<file path="src/rtl/dpd_map.svh">
// Offsets, field positions and codes of the periodic framer.
// Assumes byte offsets on an 8-bit register address; included by bare name.
`ifndef DPD_MAP_SVH
`define DPD_MAP_SVH
// ============================================================
// Register offsets
`define DPD_ADDR_CTRL       8'h00
`define DPD_ADDR_SRC0       8'h04
`define DPD_ADDR_SRC1       8'h08
`define DPD_ADDR_STAT       8'h0C
`define DPD_ADDR_DIAG       8'h10
// ============================================================
// Field positions
`define DPD_CTRL_LOCK       0
`define DPD_CTRL_DIAG       1
`define DPD_CTRL_FRAG       2
`define DPD_CTRL_SILENCE    3
`define DPD_SRC_SID_LSB     0
`define DPD_SRC_FMT_LSB     4
`define DPD_SRC_DTYPE       7
`define DPD_SRC_SIGNED      8
`define DPD_FMT_SID         0
`define DPD_FMT_KAC         1
`define DPD_FMT_STAT        2
// ============================================================
// Codes and lengths
`define DPD_CRC_POLY        8'h2F
`define DPD_CMD_CRC_SEED    8'hFF
`define DPD_CMD_OP_READ     4'h8
`define DPD_ERR_UNSIGNED    10'h000
`define DPD_ERR_SIGNED      10'h200
`define DPD_LEN_BCAST       6'h01
`define DPD_LEN_FRAG_SHORT  6'h02
`define DPD_LEN_FRAG_LONG   6'h04
`define DPD_LEN_CMD_WORD    6'h20
`define DPD_LEN_CRC         6'h08
`define DPD_STAT_NORMAL     4'h0
`define DPD_STAT_FIRST_HARD 4'h8
`define DPD_STAT_SUPPLY     4'hC
`endif

</file>
<file path="src/rtl/dpd_pkg.sv">
// Types shared by the periodic framer modules.
// Assumes the map header is compiled alongside.
package dpd_pkg;
    // ============================================================
    // Types
    // Packed MSB first, so the member order mirrors the register bits
    typedef struct packed {
        logic       signd;     // Source carries signed data
        logic       dtype;     // Data type select
        logic [2:0] fmt;       // Periodic field format
        logic [3:0] sid;       // Source identifier
    } dpd_src_cfg_s;

    typedef enum {DPD_CMD_NONE, DPD_CMD_BCAST, DPD_CMD_FRAG, DPD_CMD_OTHER} dpd_cmd_e;

    typedef struct packed {
        logic                   lock;       // Init complete lock, sticky
        logic                   diag_en;    // Background diag mode enable
        logic                   frag_sel;   // 1: 4-bit fragments
        logic                   silence;    // Supply fault silence
        dpd_src_cfg_s [1:0]     src;        // Per source config
        logic [1:0][1:0]        keepalive_count;        // Keepalive count per source
        logic [31:0]            asm_word;   // Diag command being assembled
        logic [5:0]             asm_cnt;    // Bits assembled so far
        logic [31:0]            rdata;      // Read data register
        logic                   frm_valid;  // Frame strobe
        logic [31:0]            frm_bits;   // Frame, right aligned
        logic [5:0]             frm_len;    // Frame length in bits
        logic                   diag_valid; // Diag command strobe
        logic [31:0]            diag_word;  // Last good diag command
    } dpd_state_s;
endpackage

</file>
<file path="src/rtl/dpd_crc8.sv">
// Serial-equivalent 8-bit CRC over a right-aligned message of up to 24 bits.
// Assumes the caller registers the result; purely combinational.
`timescale 1ns/1ps
`include "dpd_map.svh"
module dpd_crc8
(
    input  wire logic [23:0] msg,   // Message, right aligned
    input  wire logic [4:0]  len,   // Message length in bits
    input  wire logic [7:0]  seed,  // Preset of the shift register
    output logic      [7:0]  crc    // Resulting CRC
);
    // ============================================================
    // Shift message MSB first, then eight zeros to flush
    always_comb
    begin
        logic [23:0] al;
        logic [7:0]  r;
        logic        fb;
        logic        b;
        al = msg << (5'd24 - len);
        r  = seed;
        fb = 1'b0;
        b  = 1'b0;
        for (int i = 0; i < 32; i++)
        begin
            if (i < 32'(len) + 8)
            begin
                // Bits beyond the message are the zero flush
                b  = (i < 32'(len)) ? al[23 - i] : 1'b0;
                fb = r[7];
                r  = {r[6:0], b} ^ (fb ? `DPD_CRC_POLY : 8'h00);
            end
        end
        crc = r;
    end
endmodule // dpd_crc8

</file>
<file path="src/rtl/dpd_fault_prio.sv">
// Fault priority encoder: picks the most severe active condition.
// Assumes fault levels come from logic on the same clock.
`timescale 1ns/1ps
`include "dpd_map.svh"
module dpd_fault_prio
(
    input  wire logic       user_array_unlocked,
    input  wire logic       selftest_incomplete,
    input  wire logic       selftest_running,
    input  wire logic       selftest_failed,
    input  wire logic       device_status_osc,
    input  wire logic       abs_pressure_over,
    input  wire logic       abs_pressure_under,
    input  wire logic       abs_pressure_disagree,
    input  wire logic       device_status_memtemp,
    input  wire logic       user_otp_fault,
    input  wire logic       user_rw_fault,
    input  wire logic       factory_otp_fault,
    input  wire logic       test_state_flag,
    input  wire logic       device_status_supply,
    input  wire logic       reset_occurred_flag,
    output logic      [3:0] status_code
);
    // ============================================================
    // Highest status code wins, so test most severe first
    always_comb
    begin
        if (reset_occurred_flag)             status_code = 4'hD;
        else if (device_status_supply)       status_code = `DPD_STAT_SUPPLY;
        else if (test_state_flag)            status_code = 4'hB;
        else if (factory_otp_fault)          status_code = 4'hA;
        else if (user_rw_fault)              status_code = 4'h9;
        else if (user_otp_fault)             status_code = `DPD_STAT_FIRST_HARD;
        else if (device_status_memtemp)      status_code = 4'h5;
        else if (abs_pressure_over || abs_pressure_under || abs_pressure_disagree)
            status_code = 4'h4;
        else if (device_status_osc)          status_code = 4'h3;
        else if (selftest_incomplete || selftest_running || selftest_failed)
            status_code = 4'h2;
        else if (user_array_unlocked)        status_code = 4'h1;
        else                                 status_code = `DPD_STAT_NORMAL;
    end
endmodule // dpd_fault_prio

</file>
<file path="src/rtl/dpd_periodic_rx_tx.sv">
// Periodic collection mode framer with background diagnostic command assembly.
// Assumes a bit decoder upstream delivers whole commands on the clk domain and a
// symbol encoder downstream sends frm_bits; registers sit on a plain port.
//
// Function
// - Modes active only after init lock set
// - Diag off: answer only one-bit broadcast reads
// - Broadcast read bit may be one or zero
// - Diag fragments are 2 or 4 bits
// - Diag on: answer broadcasts and fragments only
// - Broadcast or any length but 2 or 4 clears assembly
// - Diag output only for complete valid word
// - Diag word CRC checked; broadcasts unchecked
// - Frame order: ID, counter, status, data, CRC
// - ID field carries programmed source identifier
// - Wrapping 2-bit counter per source
// - Data field follows per-source type select
// - Every frame ends with 8-bit CRC
// - CRC poly 0x2F, seed zero then ID
// - Status codes 0000 to 0101 encoded
// - Status codes 1000 to 1101 encoded
// - 4-bit status: codes 1000+ send error code
// - Zero-width status: any fault sends error
// - Supply fault: error code or silence
// - Any signed source forces signed error code
`timescale 1ns/1ps
`include "dpd_map.svh"
module dpd_periodic_rx_tx
    import dpd_pkg::*;
(
    input  wire logic        clk,
    input  wire logic        srst,
    input  wire logic [7:0]  reg_addr,
    input  wire logic [31:0] reg_wdata,
    input  wire logic        reg_wr,
    input  wire logic        reg_rd,
    output logic      [31:0] reg_rdata,
    input  wire logic        cmd_valid,
    input  wire logic [5:0]  cmd_len,
    input  wire logic [3:0]  cmd_bits,
    input  wire logic        cmd_source,
    input  wire logic [9:0]  sensor_abs,
    input  wire logic [9:0]  sensor_rel,
    input  wire logic        user_array_unlocked,
    input  wire logic        selftest_incomplete,
    input  wire logic        selftest_running,
    input  wire logic        selftest_failed,
    input  wire logic        device_status_osc,
    input  wire logic        abs_pressure_over,
    input  wire logic        abs_pressure_under,
    input  wire logic        abs_pressure_disagree,
    input  wire logic        device_status_memtemp,
    input  wire logic        user_otp_fault,
    input  wire logic        user_rw_fault,
    input  wire logic        factory_otp_fault,
    input  wire logic        test_state_flag,
    input  wire logic        device_status_supply,
    input  wire logic        reset_occurred_flag,
    output logic             frm_valid,
    output logic      [31:0] frm_bits,
    output logic      [5:0]  frm_len,
    output logic             diag_cmd_valid,
    output logic      [31:0] diag_cmd_word,
    output logic             periodic_active
);
    // ============================================================
    // Decode helpers
    // Fragment length chosen by the size select
    function automatic logic [5:0] frag_len(input logic sel);
        frag_len = sel ? `DPD_LEN_FRAG_LONG : `DPD_LEN_FRAG_SHORT;
    endfunction

    // Sort a received command into its class
    function automatic dpd_cmd_e classify(input logic [5:0] len, input logic den, input logic fsel);
        if (len == `DPD_LEN_BCAST)
            classify = DPD_CMD_BCAST;
        else if (den && len == frag_len(fsel))
            classify = DPD_CMD_FRAG;
        else
            classify = DPD_CMD_OTHER;
    endfunction

    // ============================================================
    // State and helper signals
    dpd_state_s   st_reg;        // All registered state
    dpd_state_s   st_next;       // Next value of the state
    dpd_src_cfg_s cfg;           // Config of the addressed source
    dpd_cmd_e     cmd_class;     // Class of the incoming command
    logic [3:0]   status_code;   // Most severe active fault
    logic [9:0]   err_code;      // Error code for the data field
    logic [9:0]   data_val;      // Data field value
    logic         use_err;       // Error code replaces the data
    logic         quiet;         // Supply fault silences answers when silence is set
    logic         answer;        // A frame is due for this command
    logic [23:0]  msg;           // Frame body before the CRC
    logic [4:0]   msg_len;       // Body length in bits
    logic [7:0]   frm_crc;       // CRC of the frame body
    logic [31:0]  asm_new;       // Assembly word with this fragment
    logic [5:0]   cnt_new;       // Assembly count with this fragment
    logic [7:0]   cmd_crc;       // CRC of the assembled command body

    assign cfg       = st_reg.src[cmd_source];
    assign cmd_class = classify(cmd_len, st_reg.diag_en, st_reg.frag_sel);

    // ============================================================
    // Fault priority and CRC engines
    dpd_fault_prio u_prio
    (
        .user_array_unlocked   (user_array_unlocked),
        .selftest_incomplete   (selftest_incomplete),
        .selftest_running      (selftest_running),
        .selftest_failed       (selftest_failed),
        .device_status_osc     (device_status_osc),
        .abs_pressure_over     (abs_pressure_over),
        .abs_pressure_under    (abs_pressure_under),
        .abs_pressure_disagree (abs_pressure_disagree),
        .device_status_memtemp (device_status_memtemp),
        .user_otp_fault        (user_otp_fault),
        .user_rw_fault         (user_rw_fault),
        .factory_otp_fault     (factory_otp_fault),
        .test_state_flag       (test_state_flag),
        .device_status_supply  (device_status_supply),
        .reset_occurred_flag   (reset_occurred_flag),
        .status_code           (status_code)
    );

    // Frame CRC, seeded with four zeros then the source identifier
    dpd_crc8 u_frm_crc
    (
        .msg  (msg),
        .len  (msg_len),
        .seed ({4'h0, cfg.sid}),
        .crc  (frm_crc)
    );

    // Command CRC over the top 24 bits of the assembled word
    dpd_crc8 u_cmd_crc
    (
        .msg  (asm_new[31:8]),
        .len  (5'd24),
        .seed (`DPD_CMD_CRC_SEED),
        .crc  (cmd_crc)
    );

    // ============================================================
    // Frame body assembly
    always_comb
    begin
        // Signed error code wins if any source is signed
        err_code = (st_reg.src[0].signd || st_reg.src[1].signd) ?
                   `DPD_ERR_SIGNED : `DPD_ERR_UNSIGNED;
        // Error substitution depends on the status field width
        if (cfg.fmt[`DPD_FMT_STAT])
            use_err = (status_code >= `DPD_STAT_FIRST_HARD);
        else
            use_err = (status_code != `DPD_STAT_NORMAL);
        quiet    = (status_code == `DPD_STAT_SUPPLY) && st_reg.silence;
        data_val = use_err ? err_code : (cfg.dtype ? sensor_rel : sensor_abs);
        msg      = 24'h000000;
        msg_len  = 5'd0;
        // Fields in send order, each optional one gated by format
        if (cfg.fmt[`DPD_FMT_SID])
        begin
            msg     = {msg[19:0], cfg.sid};
            msg_len = msg_len + 5'd4;
        end
        if (cfg.fmt[`DPD_FMT_KAC])
        begin
            msg     = {msg[21:0], st_reg.keepalive_count[cmd_source]};
            msg_len = msg_len + 5'd2;
        end
        if (cfg.fmt[`DPD_FMT_STAT])
        begin
            msg     = {msg[19:0], status_code};
            msg_len = msg_len + 5'd4;
        end
        msg     = {msg[13:0], data_val};
        msg_len = msg_len + 5'd10;
    end

    // ============================================================
    // Next state: registers, commands, frames
    always_comb
    begin
        st_next            = st_reg;
        st_next.frm_valid  = 1'b0;
        st_next.diag_valid = 1'b0;
        st_next.rdata      = 32'h00000000;
        // Fragment shifted in, MSB first
        asm_new = st_reg.frag_sel ? {st_reg.asm_word[27:0], cmd_bits} :
                                    {st_reg.asm_word[29:0], cmd_bits[1:0]};
        cnt_new = st_reg.asm_cnt + frag_len(st_reg.frag_sel);
        // Periodic answers need the lock; diag fragments also need diag on
        answer  = cmd_valid && st_reg.lock && !quiet &&
                  (cmd_class == DPD_CMD_BCAST || cmd_class == DPD_CMD_FRAG);

        // Register write; lock can only be set, never cleared by software
        if (reg_wr)
        begin
            case (reg_addr)
                `DPD_ADDR_CTRL:
                begin
                    st_next.lock     = st_reg.lock | reg_wdata[`DPD_CTRL_LOCK];
                    st_next.diag_en  = reg_wdata[`DPD_CTRL_DIAG];
                    st_next.frag_sel = reg_wdata[`DPD_CTRL_FRAG];
                    st_next.silence  = reg_wdata[`DPD_CTRL_SILENCE];
                end
                `DPD_ADDR_SRC0:
                    st_next.src[0] = reg_wdata[`DPD_SRC_SIGNED:`DPD_SRC_SID_LSB];
                `DPD_ADDR_SRC1:
                    st_next.src[1] = reg_wdata[`DPD_SRC_SIGNED:`DPD_SRC_SID_LSB];
                default:
                    st_next.lock = st_reg.lock;   // Unmapped writes dropped
            endcase
        end

        // Register read, data valid the next cycle only
        if (reg_rd)
        begin
            case (reg_addr)
                `DPD_ADDR_CTRL:
                    st_next.rdata = {28'h0000000, st_reg.silence, st_reg.frag_sel,
                                     st_reg.diag_en, st_reg.lock};
                `DPD_ADDR_SRC0:
                    st_next.rdata = {23'h000000, st_reg.src[0]};
                `DPD_ADDR_SRC1:
                    st_next.rdata = {23'h000000, st_reg.src[1]};
                `DPD_ADDR_STAT:
                    st_next.rdata = {18'h00000, st_reg.asm_cnt, st_reg.keepalive_count[1],
                                     st_reg.keepalive_count[0], status_code};
                `DPD_ADDR_DIAG:
                    st_next.rdata = st_reg.diag_word;
                default:
                    st_next.rdata = 32'h00000000; // Unmapped reads as zero
            endcase
        end

        // Periodic frame with trailing CRC; counter steps per sent frame
        if (answer)
        begin
            st_next.frm_valid = 1'b1;
            st_next.frm_bits  = {msg, frm_crc};
            st_next.frm_len   = {1'b0, msg_len} + `DPD_LEN_CRC;
            st_next.keepalive_count[cmd_source] = st_reg.keepalive_count[cmd_source] + 2'd1;
        end

        // Diag assembly only while locked and diag enabled
        if (cmd_valid && st_reg.lock && st_reg.diag_en)
        begin
            case (cmd_class)
                DPD_CMD_FRAG:
                begin
                    if (cnt_new == `DPD_LEN_CMD_WORD)
                    begin
                        // Full word: pass on only if CRC and opcode are good
                        if (cmd_crc == asm_new[7:0] &&
                            asm_new[27:24] == `DPD_CMD_OP_READ)
                        begin
                            st_next.diag_valid = 1'b1;
                            st_next.diag_word  = asm_new;
                        end
                        st_next.asm_word = 32'h00000000;
                        st_next.asm_cnt  = 6'h00;
                    end
                    else
                    begin
                        st_next.asm_word = asm_new;
                        st_next.asm_cnt  = cnt_new;
                    end
                end
                DPD_CMD_BCAST:
                begin
                    st_next.asm_word = 32'h00000000;
                    st_next.asm_cnt  = 6'h00;
                end
                default:
                begin
                    // The other fragment size is ignored, not a clear
                    if (cmd_len != `DPD_LEN_FRAG_SHORT && cmd_len != `DPD_LEN_FRAG_LONG)
                    begin
                        st_next.asm_word = 32'h00000000;
                        st_next.asm_cnt  = 6'h00;
                    end
                end
            endcase
        end
    end

    // ============================================================
    // State register
    always_ff @(posedge clk)
    begin
        if (srst)
            st_reg <= '0;
        else
            st_reg <= st_next;
    end

    assign reg_rdata       = st_reg.rdata;
    assign frm_valid       = st_reg.frm_valid;
    assign frm_bits        = st_reg.frm_bits;
    assign frm_len         = st_reg.frm_len;
    assign diag_cmd_valid  = st_reg.diag_valid;
    assign diag_cmd_word   = st_reg.diag_word;
    assign periodic_active = st_reg.lock;
endmodule // dpd_periodic_rx_tx

</file>
<file path="config.mk">
export PLATFORM = sky130hd
export DESIGN_NAME = dpd_periodic_rx_tx
export DESIGN_NICKNAME = d
export VERILOG_FILES = /design/src/rtl/dpd_pkg.sv /design/src/rtl/dpd_crc8.sv /design/src/rtl/dpd_fault_prio.sv /design/src/rtl/dpd_periodic_rx_tx.sv
export VERILOG_INCLUDE_DIRS = /design/src /design/src/rtl
export SDC_FILE = /design/constraint.sdc
export NUM_CORES = 1
export LEC_CHECK = 0
export ABC_CLOCK_PERIOD_IN_PS = 27400
export BUFFER_PORTS_ARGS = -buffer_cell sky130_fd_sc_hd__buf_2
export CAP_MARGIN = 10
export CORE_UTILIZATION = 60
export DETAILED_ROUTE_END_ITERATION = 7
export PLACE_DENSITY = 0.82
export REMOVE_ABC_BUFFERS = 1
export SETUP_SLACK_MARGIN = 0.15
export SLEW_MARGIN = 20
export SYNTH_ARGS = -nofsm -noshare
export SYNTH_HDL_FRONTEND = slang
export SYNTH_SLANG_ARGS = --single-unit
</file>
<file path="constraint.sdc">
create_clock -name clk -period 27.4 [get_ports clk]
set_clock_uncertainty 0.15 [all_clocks]
set_input_delay 2.74 -clock clk [delete_from_list [all_inputs] [get_ports clk]]
set_output_delay 2.74 -clock clk [all_outputs]
set_load 0.1 [all_outputs]
</file>
==> run metrics <==
vias 14,500; post-route ant nets 0; final WL 45,900 microns; sequential area share after synthesis 21.7%; Async SR Flop Fraction 0%; minimum clock period 13.56 ns; Worst Max-Slew Pin Slew 1.17 ns; First-pass DRT Iterations 6; slowest CP cell and2_1; GRT Total Usage 35.3%; Max IR drop VDD 54.8 uV; GRT overflow 0; max reg flops 60; P per Cell Area 35.1 nW/um^2; CP Class in2reg; synth top area cells dfxtp_1 22%, xnor2_1 6.7%, buf_4 5.6%; total power 0.547 mW; Yosys cell types 123; Avg Inst Size Synth 7.98 sq um; Synth area leader dfxtp_1; critical path's largest stage delay 0.67 ns; Fin Hold WS 0.305 ns; area grow syn2layout 5.37%; ant diodes 0; Fin Setup TNS 0 ns; post-CTS resize count 0; # DRC 0; CTS Sinks 160; vias in the first global route 13,300; Post-DP HPWL 33,500 microns; CTS Buf Count 17; worst hold path class reg2reg; iteration-0 DRC count of the detailed router 1,912; global-route wire length before repair 72,400 microns; Top delay family on crit path compound AO/OA/AOI/OAI gates; # rows 57; Die Span Y 159 microns; RSZ-0062 raised after global routing no; TritonCTS clock tree built; Gate Count Post-Synth 1,849; IO buf count 167; Setup-failing EPs final 0; via/cell ratio 6.65; I/O Pins 196; Worst setup EP type flip-flop; synthesized area 14,800 sq um; Slew headroom 21.9%; CP max FO 43; GP Congestion 0.974; worst reg2reg path depth 34; Yosys top cell area share 21.7%; DP Area 15,000 sq um; CTS clk-pin slew, worst paths 0.07 ns; Synth Warn # 0; Fill cells 2,106; fin area 15,600 sq um; die width 159 microns; Net count, final 1,945; Buf/Inv on CP 5; latest clock arrival within the worst-skew pair 0.43 ns; H-tree Lvls 4; max capacitance violation total 0; Pleak 6.13 nW; antenna violations before repair 0; crit path DAT 13.72 ns; hold-critical path depth 2; CTS Buffer Depth 2; Initial Utilization 60.9%; Highest Clock Rate 73.7 MHz; cts hold-fix bufs 0; status finished, final reports clean; Clock Tree Root clkbuf_16; synthesized flop and latch total 160; Fin. Hold Viols 0; WL/cell 21.0 microns; EDFF count, synth 0; Tcrit/Tclk final 49.5%; Worst setup SP type input pin; ys flop type dfxtp_1; Post-CTS Setup Inserts 0; max-slew violations 0; CP required 27.56 ns; layout cells sized above 1 19.8%; largest net degree at the start of global routing 71; WP depth 35; core area 24,200 sq um; die area 25,200 sq um
[synthesized netlist by cell type (16+ instances only)]
| cell type | number |
|---|---|
| o211ai_1 | 36 |
| nor2_1 | 210 |
| a22oi_1 | 40 |
| xor2_1 | 37 |
| xnor2_1 | 113 |
| and3_1 | 16 |
| o21ai_0 | 56 |
| nand2_1 | 134 |
| a211oi_1 | 26 |
| and2_1 | 40 |
| nand3_1 | 67 |
| a21oi_1 | 115 |
| mux2i_1 | 70 |
| dfxtp_1 | 160 |
| mux2_2 | 50 |
| inv_1 | 18 |
| nor3_1 | 52 |
| nor4_1 | 18 |
| buf_4 | 110 |
| clkbuf_1 | 83 |
[cell usage in the layout (no fill, tap or decap), drive strengths merged, types with 11 or more instances in the layout]
cell type / n
nand4: 11
nand3: 68
a211oi: 28
nor4: 19
xor2: 38
a31oi: 14
xnor2: 120
inv: 26
nor2: 212
a22oi: 40
buf: 191
mux2: 56
clkbuf: 20
mux2i: 76
nand2: 135
nor3: 59
and2: 41
a32oi: 11
dfxtp: 160
a21oi: 119
o21ai: 71
nand2b: 14
or3: 11
a21o: 15
o2111ai: 11
o22ai: 14
and3: 16
o211ai: 37
[final timing paths]
kind / startpoint / endpoint / slack, ns
min reg2reg: frm_len[5] / frm_len[5] / 0.30
max: cmd_source / frm_bits[3] / 13.84
min: frm_len[5] / frm_len[5] / 0.30
max reg2reg: st_reg[152] / frm_bits[3] / 16.25
[tightest hold or removal path, cell delays in order, from the launching register on]
cell and delay (ns):
dfxtp_1 0.31, nand2_1 0.05, a21oi_1 0.05
[layout make-up]
class / count / area (sq um) / area share (%)
inverters: 21 / 78.8 / 0.507
clock buffers: 20 / 467 / 3.00
repair buffers: 191 / 1020 / 6.55
multi-input cells: 1453 / 10300 / 65.9
well taps: 324 / 405 / 2.61
clock inverters: 12 / 123 / 0.788
flip-flops and latches: 160 / 3200 / 20.6
[report_power, final]
part           switching [mW]  internal (mW)  total (mW)
logic                  0.0455         0.0298      0.0753
registers           0.0000861          0.232       0.233
clock network           0.104          0.135       0.239
[cells by family (layout without fill, tap and decap cells)]
family                   count (synthesis)  after routing  synth area share [%]
buffers and inverters                  240            244                  9.17
AO/OA/AOI/OAI                          490            490                  24.6
other                                    1              5                0.0254
AND/OR/NAND/NOR                        643            643                  21.5
flip-flops                             160            160                  21.7
multiplexers                           137            137                  10.6
XOR/XNOR                               168            168                  11.5
adder cells (fa/ha/maj)                 10             10                 0.949
[metal layers]
metal / track usage [%] / vias up / part of all wire [%]
met4: 14.8 / 0 / 4.2
met2: 57.7 / 780 / 46
met3: 5.02 / 143 / 8.6
li1: - / 6681 / -
met5: 0 / - / 0
met1: 46.5 / 6898 / 41
[metrics by stage]
stage / util, % / cells / setup slack, ns
4_1_cts: 64.1 / 2181 / 14.19
6_report: 64.1 / 2181 / 13.84
2_1_floorplan: - / 1634 / 14.44
5_1_grt: 64.1 / 2181 / 13.28
3_3_place_gp: 61.7 / 2149 / 13.91
3_5_place_dp: 61.7 / 2149 / 13.83
No activity file was read; power rests on OpenSTA's default activity.
